$ cat src/design/sis_pkg.sv
// Constants for the switch input status register slice
// How it works
// - Matrix bits 11..6 give input 15 result against rows 9 down to 4.
// - Matrix bits 5..0 give input 14 result against rows 9 down to 4.
// - Analog result 0 at offset Ah, 24 bits, resets zero, bits 23..20 zero.
// - Analog result 0 bits 9..0 hold channel 0 code, LSB at bit 0.
// - Analog result 0 bits 19..10 hold channel 1 code, LSB at bit 10.
// - Offset Bh holds channel 2 low and channel 3 high.
// - Offset Ch holds channel 4 low and channel 5 high.
// - Offset Dh holds channel 6 low and channel 7 high.
// - All fields of these registers are read-only to the host.
// - Matrix status at 9h, resets zero, upper bits vs shared threshold.
package sis_pkg;
  localparam int ADDR_W = 6;
  localparam int DATA_W = 24;
  localparam int CODE_W = 10;
  localparam int NUM_CH = 8;
  localparam int NUM_COLS = 6;
  localparam int NUM_SHARED = 12;
  localparam logic [ADDR_W-1:0] OFF_MATRIX_UPPER = 6'h09;
  localparam logic [ADDR_W-1:0] OFF_ANALOG_0_1 = 6'h0A;
  localparam logic [ADDR_W-1:0] OFF_ANALOG_2_3 = 6'h0B;
  localparam logic [ADDR_W-1:0] OFF_ANALOG_4_5 = 6'h0C;
  localparam logic [ADDR_W-1:0] OFF_ANALOG_6_7 = 6'h0D;
  localparam int ROW14_LSB = 0;
  localparam int ROW15_LSB = 6;
  localparam int SHARED_LSB = 12;
  localparam int LOW_CODE_LSB = 0;
  localparam int HIGH_CODE_LSB = 10;
  localparam int RSVD_LSB = 20;
  localparam logic [DATA_W-1:0] RESET_VALUE = 24'h000000;
endpackage

$ cat src/design/sis_status_regs.sv
// Read-only matrix and analog result registers
`timescale 1ns/10ps
module sis_status_regs #(
  parameter int CODE_W = sis_pkg::CODE_W
) (
  // Clock and reset
  input wire logic clk_i,
  input wire logic resetn_i,
  // Results from the polling and conversion logic
  input wire logic [sis_pkg::NUM_COLS-1:0] matrix_row14_i,
  input wire logic [sis_pkg::NUM_COLS-1:0] matrix_row15_i,
  input wire logic [sis_pkg::NUM_SHARED-1:0] shared_threshold_i,
  input wire logic [sis_pkg::NUM_CH*CODE_W-1:0] adc_codes_i,
  input wire logic result_valid_i,
  // Register port
  input wire logic reg_rd_i,
  input wire logic reg_wr_i,
  input wire logic [sis_pkg::ADDR_W-1:0] reg_addr_i,
  input wire logic [sis_pkg::DATA_W-1:0] reg_wdata_i,
  output logic [sis_pkg::DATA_W-1:0] reg_rdata_o,
  output logic reg_rvalid_o
);
  // Packing leaves exactly four reserved bits only for ten-bit codes
  if (CODE_W != sis_pkg::CODE_W) begin : g_code_width_check
    $error("code width must be 10");
  end

  // ----------------------------------------
  // Result storage
  // ----------------------------------------
  logic [sis_pkg::DATA_W-1:0] matrix_q;
  logic [CODE_W-1:0] code_q [sis_pkg::NUM_CH];

  // Register contents change only from reset and the result side, never from writes
  always_ff @(posedge clk_i or negedge resetn_i) begin
    if (!resetn_i) begin
      matrix_q <= sis_pkg::RESET_VALUE;
    end else if (result_valid_i) begin
      matrix_q <= {shared_threshold_i, matrix_row15_i, matrix_row14_i};
    end
  end

  always_ff @(posedge clk_i or negedge resetn_i) begin
    if (!resetn_i) begin
      for (int i = 0; i < sis_pkg::NUM_CH; i++) begin
        code_q[i] <= '0;
      end
    end else if (result_valid_i) begin
      for (int i = 0; i < sis_pkg::NUM_CH; i++) begin
        code_q[i] <= adc_codes_i[i*CODE_W +: CODE_W];
      end
    end
  end

  // ----------------------------------------
  // Read decode
  // ----------------------------------------
  function automatic logic [sis_pkg::DATA_W-1:0] pack_pair(
    input logic [CODE_W-1:0] lo,
    input logic [CODE_W-1:0] hi
  );
    pack_pair = {4'h0, hi, lo};
  endfunction

  logic [sis_pkg::DATA_W-1:0] rdata_d;
  always_comb begin
    case (reg_addr_i)
      sis_pkg::OFF_MATRIX_UPPER: rdata_d = matrix_q;
      sis_pkg::OFF_ANALOG_0_1: rdata_d = pack_pair(code_q[0], code_q[1]);
      sis_pkg::OFF_ANALOG_2_3: rdata_d = pack_pair(code_q[2], code_q[3]);
      sis_pkg::OFF_ANALOG_4_5: rdata_d = pack_pair(code_q[4], code_q[5]);
      sis_pkg::OFF_ANALOG_6_7: rdata_d = pack_pair(code_q[6], code_q[7]);
      default: rdata_d = sis_pkg::RESET_VALUE;
    endcase
  end

  // Writes are accepted and dropped; no answer is given to them
  always_ff @(posedge clk_i or negedge resetn_i) begin
    if (!resetn_i) begin
      reg_rvalid_o <= 1'b0;
    end else begin
      reg_rvalid_o <= reg_rd_i;
    end
  end

  // Read data stands for one cycle and returns to zero after it
  always_ff @(posedge clk_i or negedge resetn_i) begin
    if (!resetn_i) begin
      reg_rdata_o <= sis_pkg::RESET_VALUE;
    end else begin
      reg_rdata_o <= reg_rd_i ? rdata_d : sis_pkg::RESET_VALUE;
    end
  end

  // ----------------------------------------
  // Matrix checks
  // ----------------------------------------
  row15_bits_a: assert property (@(posedge clk_i)
    disable iff (!resetn_i)
    result_valid_i ##1 reg_rd_i && reg_addr_i == sis_pkg::OFF_MATRIX_UPPER
    |=> reg_rdata_o[11:6] == $past(matrix_row15_i, 2))
    else $error("row 15 bits wrong");
  row14_bits_a: assert property (@(posedge clk_i)
    disable iff (!resetn_i)
    result_valid_i ##1 reg_rd_i && reg_addr_i == sis_pkg::OFF_MATRIX_UPPER
    |=> reg_rdata_o[5:0] == $past(matrix_row14_i, 2))
    else $error("row 14 bits wrong");
  shared_bits_a: assert property (@(posedge clk_i)
    disable iff (!resetn_i)
    result_valid_i ##1 reg_rd_i && reg_addr_i == sis_pkg::OFF_MATRIX_UPPER
    |=> reg_rdata_o[23:12] == $past(shared_threshold_i, 2))
    else $error("shared threshold bits wrong");
  matrix_read_a: assert property (@(posedge clk_i)
    disable iff (!resetn_i)
    reg_rd_i && reg_addr_i == sis_pkg::OFF_MATRIX_UPPER
    |=> reg_rdata_o == $past(matrix_q))
    else $error("matrix word wrong");
  write_ignored_a: assert property (@(posedge clk_i)
    disable iff (!resetn_i)
    reg_wr_i && !result_valid_i |=> $stable(matrix_q))
    else $error("write changed register");
  hold_contents_a: assert property (@(posedge clk_i)
    disable iff (!resetn_i)
    !result_valid_i |=> $stable(matrix_q) && $stable(codes_flat))
    else $error("contents changed without capture");

  // ----------------------------------------
  // Analog result checks
  // ----------------------------------------
  // All stored codes side by side, so one stability test covers them
  logic [sis_pkg::NUM_CH*CODE_W-1:0] codes_flat;
  always_comb begin
    for (int i = 0; i < sis_pkg::NUM_CH; i++) begin
      codes_flat[i*CODE_W +: CODE_W] = code_q[i];
    end
  end
  rsvd_zero_a: assert property (@(posedge clk_i)
    disable iff (!resetn_i)
    $past(reg_rd_i) && $past(reg_addr_i) != sis_pkg::OFF_MATRIX_UPPER
    |-> reg_rdata_o[23:20] == 4'h0)
    else $error("reserved bits not zero");
  ch0_code_a: assert property (@(posedge clk_i)
    disable iff (!resetn_i)
    reg_rd_i && reg_addr_i == sis_pkg::OFF_ANALOG_0_1
    |=> reg_rdata_o[9:0] == $past(code_q[0]))
    else $error("channel 0 code wrong");
  ch1_code_a: assert property (@(posedge clk_i)
    disable iff (!resetn_i)
    reg_rd_i && reg_addr_i == sis_pkg::OFF_ANALOG_0_1
    |=> reg_rdata_o[19:10] == $past(code_q[1]))
    else $error("channel 1 code wrong");
  ch0_capture_a: assert property (@(posedge clk_i)
    disable iff (!resetn_i)
    result_valid_i ##1 reg_rd_i && reg_addr_i == sis_pkg::OFF_ANALOG_0_1
    |=> reg_rdata_o[9:0] == $past(adc_codes_i[9:0], 2))
    else $error("channel 0 capture wrong");
  ch1_capture_a: assert property (@(posedge clk_i)
    disable iff (!resetn_i)
    result_valid_i ##1 reg_rd_i && reg_addr_i == sis_pkg::OFF_ANALOG_0_1
    |=> reg_rdata_o[19:10] == $past(adc_codes_i[19:10], 2))
    else $error("channel 1 capture wrong");
  ch2_code_a: assert property (@(posedge clk_i)
    disable iff (!resetn_i)
    result_valid_i ##1 reg_rd_i && reg_addr_i == sis_pkg::OFF_ANALOG_2_3
    |=> reg_rdata_o[9:0] == $past(adc_codes_i[29:20], 2))
    else $error("channel 2 code wrong");
  ch3_code_a: assert property (@(posedge clk_i)
    disable iff (!resetn_i)
    result_valid_i ##1 reg_rd_i && reg_addr_i == sis_pkg::OFF_ANALOG_2_3
    |=> reg_rdata_o[19:10] == $past(adc_codes_i[39:30], 2))
    else $error("channel 3 code wrong");
  ch4_code_a: assert property (@(posedge clk_i)
    disable iff (!resetn_i)
    result_valid_i ##1 reg_rd_i && reg_addr_i == sis_pkg::OFF_ANALOG_4_5
    |=> reg_rdata_o[9:0] == $past(adc_codes_i[49:40], 2))
    else $error("channel 4 code wrong");
  ch5_code_a: assert property (@(posedge clk_i)
    disable iff (!resetn_i)
    result_valid_i ##1 reg_rd_i && reg_addr_i == sis_pkg::OFF_ANALOG_4_5
    |=> reg_rdata_o[19:10] == $past(adc_codes_i[59:50], 2))
    else $error("channel 5 code wrong");
  ch6_code_a: assert property (@(posedge clk_i)
    disable iff (!resetn_i)
    result_valid_i ##1 reg_rd_i && reg_addr_i == sis_pkg::OFF_ANALOG_6_7
    |=> reg_rdata_o[9:0] == $past(adc_codes_i[69:60], 2))
    else $error("channel 6 code wrong");
  ch7_code_a: assert property (@(posedge clk_i)
    disable iff (!resetn_i)
    result_valid_i ##1 reg_rd_i && reg_addr_i == sis_pkg::OFF_ANALOG_6_7
    |=> reg_rdata_o[19:10] == $past(adc_codes_i[79:70], 2))
    else $error("channel 7 code wrong");
  word_2_3_a: assert property (@(posedge clk_i)
    disable iff (!resetn_i)
    reg_rd_i && reg_addr_i == sis_pkg::OFF_ANALOG_2_3
    |=> reg_rdata_o == {4'h0, $past(code_q[3]), $past(code_q[2])})
    else $error("inputs 2 and 3 word wrong");
  word_4_5_a: assert property (@(posedge clk_i)
    disable iff (!resetn_i)
    reg_rd_i && reg_addr_i == sis_pkg::OFF_ANALOG_4_5
    |=> reg_rdata_o == {4'h0, $past(code_q[5]), $past(code_q[4])})
    else $error("inputs 4 and 5 word wrong");
  word_6_7_a: assert property (@(posedge clk_i)
    disable iff (!resetn_i)
    reg_rd_i && reg_addr_i == sis_pkg::OFF_ANALOG_6_7
    |=> reg_rdata_o == {4'h0, $past(code_q[7]), $past(code_q[6])})
    else $error("inputs 6 and 7 word wrong");
  codes_write_a: assert property (@(posedge clk_i)
    disable iff (!resetn_i)
    reg_wr_i && !result_valid_i |=> $stable(codes_flat))
    else $error("write changed a code");

  // ----------------------------------------
  // Read port checks
  // ----------------------------------------
  rvalid_follows_a: assert property (@(posedge clk_i)
    disable iff (!resetn_i)
    reg_rd_i |=> reg_rvalid_o ##1 (reg_rvalid_o == $past(reg_rd_i)))
    else $error("read answer missing");
  read_idle_a: assert property (@(posedge clk_i)
    disable iff (!resetn_i)
    !reg_rd_i |=> !reg_rvalid_o && reg_rdata_o == sis_pkg::RESET_VALUE)
    else $error("answer without a read");
  unmapped_zero_a: assert property (@(posedge clk_i)
    disable iff (!resetn_i)
    reg_rd_i && (reg_addr_i < sis_pkg::OFF_MATRIX_UPPER
    || reg_addr_i > sis_pkg::OFF_ANALOG_6_7)
    |=> reg_rdata_o == sis_pkg::RESET_VALUE)
    else $error("unmapped offset read not zero");
  write_no_answer_a: assert property (@(posedge clk_i)
    disable iff (!resetn_i)
    reg_wr_i && !reg_rd_i && reg_wdata_i != sis_pkg::RESET_VALUE
    |=> !reg_rvalid_o && reg_rdata_o == sis_pkg::RESET_VALUE)
    else $error("write produced an answer");
endmodule

$ cat config.mk
export PLATFORM = sky130hd
export DESIGN_NAME = sis_status_regs
export DESIGN_NICKNAME = d
export VERILOG_FILES = /design/src/design/sis_pkg.sv /design/src/design/sis_status_regs.sv
export SDC_FILE = /design/constraint.sdc
export NUM_CORES = 1
export LEC_CHECK = 0
export BUFFER_PORTS_ARGS = -buffer_cell sky130_fd_sc_hd__buf_2
export CAP_MARGIN = 20
export CORE_MARGIN = 5
export CORE_UTILIZATION = 55
export DETAILED_ROUTE_END_ITERATION = 10
export GPL_ROUTABILITY_DRIVEN = 0
export GPL_TIMING_DRIVEN = 0
export PLACE_DENSITY = 0.84
export SETUP_SLACK_MARGIN = 0.5
export SYNTH_ARGS = -nofsm -noshare
export SYNTH_HDL_FRONTEND = slang
export SYNTH_SLANG_ARGS = --single-unit
export TNS_END_PERCENT = 5
$ cat constraint.sdc
create_clock -name clk_i -period 2.1 [get_ports clk_i]
set_input_delay 0.21 -clock clk_i [delete_from_list [all_inputs] [get_ports clk_i]]
set_output_delay 0.21 -clock clk_i [all_outputs]
set_load 0.005 [all_outputs]
==> results of run 1 <==
layout make-up:
type                    instances  share of cell area [%]
plain buffers                  34                    2.55
clock buffers                  20                    5.44
clock inverters                12                    1.92
multi-input cells             246                    27.0
flip-flops and latches        129                    39.4
well taps                     136                    2.08
repair buffers                242                    21.6
per-layer routing:
layer  vias up  wire length (um)  part of all wire, %
met5         -                 0                    0
met4         0               569                  3.4
met3        44              1050                  6.3
met2       214              8930                   53
met1      2230              6260                   37
li1       2002                 -                    -
tightest hold or removal path, cell delays in order:
cell	delay, ps
buf_2	150
nor2b_1	80
nand3_1	80
a31oi_1	70
where the power goes:
group          internal [mW]  leakage [nW]  switching [mW]
Clock                   1.88         0.287            1.10
Sequential              2.69          1.56           0.112
Combinational          0.497          1.88           0.331
worst max-delay path by stage:
| stage | cells past startpoint | to | slack (ps) |
|---|---|---|---|
| global route | 1 | reg_rdata_o[19] | 820 |
| floorplan | 4 | code_q[38]$_DFFE_PN0P_ | 920 |
| finish | 1 | reg_rdata_o[19] | 830 |
| CTS | 1 | reg_rdata_o[19] | 840 |
| detailed placement | 5 | reg_rdata_o[10]$_DFF_PN0_ | 650 |
| global placement | 1 | code_q[2]$_DFFE_PN0P_ | -730 |
cell usage in the layout (no fill, tap or decap):
cell and instances:
inv_6 1, buf_4 11, clkbuf_1 7, nor3b_2 1
nand3_1 51, clkinv_2 2, and2_0 1, dlygate4sd3_1 106
mux2_2 135, and4b_1 1, clkbuf_16 16, nor4b_4 1
dfrtp_1 129, o21ai_1 9, and3b_1 18, clkinvlp_4 3
clkinv_4 3, a31oi_1 20, nand4_1 1, nor2b_1 2
buf_2 148, buf_16 1, or3_1 1, nand2_1 1
buf_6 4, clkbuf_8 3, bufinv_16 3, and2_1 4
flip-flops by register name, summed over array words and instances, names as in the netlist:
signal	flops
reg_rvalid_o	1
reg_rdata_o	24
code_q	80
matrix_q	24
kinds of logic after synthesis:
group	after synthesis	share of synthesized area, %
flip-flops	129	57.2
buffers and inverters	34	3.70
AND/OR/NAND/NOR	82	9.20
AO/OA/AOI/OAI	29	3.01
multiplexers	135	26.9
==> metrics, run 1 <==
outcome=finished clean; max-slew violations=0; Mean Syn Cell Area=13.8 sq um; Synth async-reset ratio=100%; initial antenna violation count=0; met2 Track Usage GR=50.2%; Worst VDD drop=475 uV; Post CTS Setup Buffer Count=0; Post-Route WL=16.8 mm; Post-DP Area=6530 sq um; Min Hold Slack=140 ps; finished layout cell area=8190 sq um; IO buf count=135; Mapped Nets=548; Via density=5.48; commonest cells in the netlist=135 x mux2_2, 129 x dfrtp_1, 51 x nand3_1, 20 x a31oi_1, 18 x and3b_1; Hold EP=reg_rdata_o[0]$_DFF_PN0_; max-cap check violation count=0; Hold Crit Depth=4; Req. time, crit path=1890 ps; # IOs=164; gr usage total=28.1%; CTS Sinks=129; Die W=111 um; Most Crowded Layer GR=met2; CP Launch Type=flop; largest net degree at the start of global routing=69; minimum clock period=1270 ps; # diodes=0; Clock Latency Late Sink=510 ps; critical path fanouts, max=1; met3 usage=6.55%; CP peak stage delay=400 ps; Worst Setup Path Type=flop to primary output; H-tree depth=4; synthesized flop and latch total=129; Fmax=789 MHz; synth top area cells=dfrtp_1 57%, mux2_2 27%, nand3_1 4.5%; DRC=0; crit-path cells=buf_2; PnR worst setup slack=833 ps; vias in the first global route=5088; critical path arrival=1060 ps; CTS tree=yes; beginning of the worst register-to-register path=code_q[7]$_DFFE_PN0P_; final hold vios=0; Vias=4490; RSZ-0062 raised after global routing=no; main flop type after synthesis=dfrtp_1; Multi-input gate area=2210 sq um; Clock transition at path regs=60 ps; worst relative slew slack=61.2%; Post-synth EDFFs=0; Vert. Die Dim=111 um; Final Util=80.4%; period utilisation layout=60.3%; layout cells sized above 1=48.6%; DPL Wire Length=10.4 mm; Sequential Area=3230 sq um; kind of cell adding the most delay to the critical path=flip-flops; FP Rows=37; Core Region=10200 sq um; Final setup viols=0; starting density of the core=55.4%; worst path bufs/invs=1; wire per inst=20.5 um; Post-Syn Instances=409; LEAKAGE=3.73 nW; yosys warns=0; register area share after synthesis=57.2%; crit end category=primary output; area grow syn2layout=45.0%; Pwr Density=806 nW/um^2; post-synth top area cell=dfrtp_1; worst reg-to-reg path cell count=3; 1st-iter DRT viols=282; Mapped Area=5650 sq um; Hold Buf Count CTS=106; GRT overflow=0; Clock Tree Buf Depth=2; die area=12400 sq um; Clock Tree Root=clkbuf_8; type of the most critical hold path=input port to flop; R2R Path End=reg_rdata_o[17]$_DFF_PN0_; synth unique cells=19; wire length of the first global-routing pass=27.1 mm; Synth top area share=57.2%; Gates resized, CTS repair=0; total CTS buffers=17; worst reg-to-reg setup slack=1070 ps; M1 GR Usage=32.9%; Critical Path Source=reg_rdata_o[19]$_DFF_PN0_; dpl ws=648 ps; Worst Min Path Start=reg_addr_i[0]; TNS Setup=0 ps; Worst Tran Pin Value=582 ps; clock skew=7.91 ps; CP max stage cell=dfrtp_1; Routed Antenna Nets=0; most frequent cell after synthesis=mux2_2; Detailed Routing Iterations Pass 1=8; number of nets in the layout=809; Tot Pwr=6.61 mW; Non-Filler Instances=819; Fillers=589; placed insts=681
No activity file was read; power rests on OpenSTA's default activity.
==> inputs of run 2 (changes only) <==
Settings changed: CORE_UTILIZATION 55 to 47, PLACE_DENSITY 0.84 to 0.76.
Clock period 2.1 ns to 1.1 ns, I/O delays scaled along.
==> run 2 against run 1 <==
Net effect: cell count decreased by 11%; via count decreased by 13%; the flow now finishes with violations (negative hold slack); die area increased by 15%; clock power increased by 95%.
==> metrics, run 2 (same netlist as run 1, synthesis figures left out) <==
outcome=finished, violations left (was finished clean); failing checks=negative hold slack; Vias=3890 (was 4490); Detailed Routing Iterations Pass 1=4 (was 8); Clock Tree Root=clkbuf_16 (was clkbuf_8); Via density=5.34 (was 5.48); Fmax=969 MHz; met3 usage=5.75% (was 6.55%); critical path arrival=920 ps (was 1060 ps); DRC=0 (unchanged); dpl ws=-281 ps (was 648 ps); period utilisation layout=93.8%; biggest registers after layout=code_q x80, matrix_q x24, reg_rdata_o x24 (unchanged); 1st-iter DRT viols=220 (was 282); Req. time, crit path=990 ps (was 1890 ps); Worst Tran Pin Value=609 ps (was 582 ps); Non-Filler Instances=728 (was 819); Post-DP Area=6640 sq um (was 6530 sq um); initial antenna violation count=0 (unchanged); CP max stage cell=dfrtp_1 (unchanged); number of nets in the layout=707 (was 809); Vert. Die Dim=120 um (was 111 um); Pwr Density=1680 nW/um^2 (was 806 nW/um^2); PnR worst setup slack=67.7 ps (was 833 ps); Largest register FFs=80 (unchanged); minimum clock period=1030 ps; commonest non-fill, non-tap cell in the layout=buf_2 (unchanged); worst path bufs/invs=1 (unchanged); crit-path cells=buf_2 (unchanged); Largest Register=code_q (unchanged); worst reg-to-reg path cell count=3 (unchanged); Clock transition at path regs=50 ps (was 60 ps); total CTS buffers=17 (unchanged); Worst Setup Path Type=flop to primary output (unchanged); Clock Latency Late Sink=410 ps (was 510 ps); CP peak stage delay=390 ps (was 400 ps); DPL Wire Length=10.5 mm (was 10.4 mm); Core Region=11900 sq um (was 10200 sq um); Clock Tree Buf Depth=2 (unchanged); final hold vios=167 (was 0); most frequent cells in the layout=143 x buf_2, 129 x dfrtp_1, 122 x mux2_2 (was 148 x buf_2, 135 x mux2_2, 129 x dfrtp_1); finished layout cell area=7420 sq um (was 8190 sq um); CP Launch Type=flop (unchanged); Tot Pwr=12.5 mW (was 6.61 mW); CTS tree=yes (unchanged); wire per inst=19.3 um (was 20.5 um); Min Hold Slack=-306 ps (was 140 ps); FP Rows=40 (was 37); placed insts=692 (was 681); Die W=120 um (was 111 um); LEAKAGE=3.42 nW (was 3.73 nW); Final Util=62.3% (was 80.4%); number of stages on the worst setup path=1 (unchanged); gr usage total=20.2% (was 28.1%); largest net degree at the start of global routing=66 (was 69); wire length of the first global-routing pass=22.1 mm (was 27.1 mm); kind of cell adding the most delay to the critical path=flip-flops (unchanged); met2 Track Usage GR=33.8% (was 50.2%); max-slew violations=0 (unchanged); Hold Buf Count CTS=1 (was 106); # IOs=164 (unchanged); RSZ-0062 raised after global routing=yes (was no); die area=14300 sq um (was 12400 sq um); TNS Setup=0 ps (unchanged); worst relative slew slack=59.4% (was 61.2%); GRT overflow=0 (unchanged); Post-Route WL=14.0 mm (was 16.8 mm); vias in the first global route=4185 (was 5088); Routed Antenna Nets=0 (unchanged); M1 GR Usage=25.3% (was 32.9%); type of the most critical hold path=input port to async pin (was input port to flop); layout cells sized above 1=60.2% (was 48.6%); max-cap check violation count=0 (unchanged); H-tree depth=4 (unchanged); clock skew=6.76 ps (was 7.91 ps); Most Crowded Layer GR=met2 (unchanged); area grow syn2layout=31.4% (was 45.0%); Worst VDD drop=774 uV (was 475 uV); critical path fanouts, max=1 (unchanged); starting density of the core=47.4% (was 55.4%); # diodes=0 (unchanged); IO buf count=135 (unchanged); CTS Sinks=129 (unchanged); crit end category=primary output (unchanged); Final setup viols=0 (unchanged)
run 2: repair_timing:
| action | in CTS | in global routing |
|---|---|---|
| resized for setup | 0 | 27 |
| endpoints found under the hold margin | 169 | 168 |
| setup buffers | 0 | 3 |
| pin swaps | 0 | 9 |
| endpoints found under the setup margin | 153 | 153 |
run 2: per-layer routing:
| metal | wire length [um] | share of wire [%] |
|---|---|---|
| met1 | 5900 | 42 |
| met2 | 7070 | 50 |
| met3 | 775 | 5.5 |
| met4 | 274 | 2.0 |
| met5 | 0 | 0 |
run 2: path summary, 6_finish.rpt:
path	startpoint	end	slack, ps
worst min register to register	matrix_q[21]$_DFFE_PN0P_	reg_rdata_o[21]$_DFF_PN0_	480
worst max-delay path	reg_rdata_o[9]$_DFF_PN0_	reg_rdata_o[9]	70
max in group asynchronous	resetn_i	code_q[62]$_DFFE_PN0P_	670
min in group clk_i	shared_threshold_i[4]	matrix_q[16]$_DFFE_PN0P_	-70
worst min-delay path	resetn_i	code_q[17]$_DFFE_PN0P_	-310
worst max register to register	matrix_q[4]$_DFFE_PN0P_	reg_rdata_o[4]$_DFF_PN0_	80
run 2: layout make-up:
| class | instances | area, sq um |
|---|---|---|
| sequential | 129 | 3230 |
| multi-input combinational | 246 | 2350 |
| timing repair buffer | 140 | 742 |
| tap | 147 | 184 |
| clock inverter | 9 | 128 |
| fill | 901 | 4490 |
| clock buffer | 23 | 498 |
| buffer | 34 | 292 |
run 2: power by group:
part	internal, mW	switching (mW)
Sequential	5.14	0.197
Clock	3.85	1.94
Combinational	0.775	0.591
Total	9.77	2.73
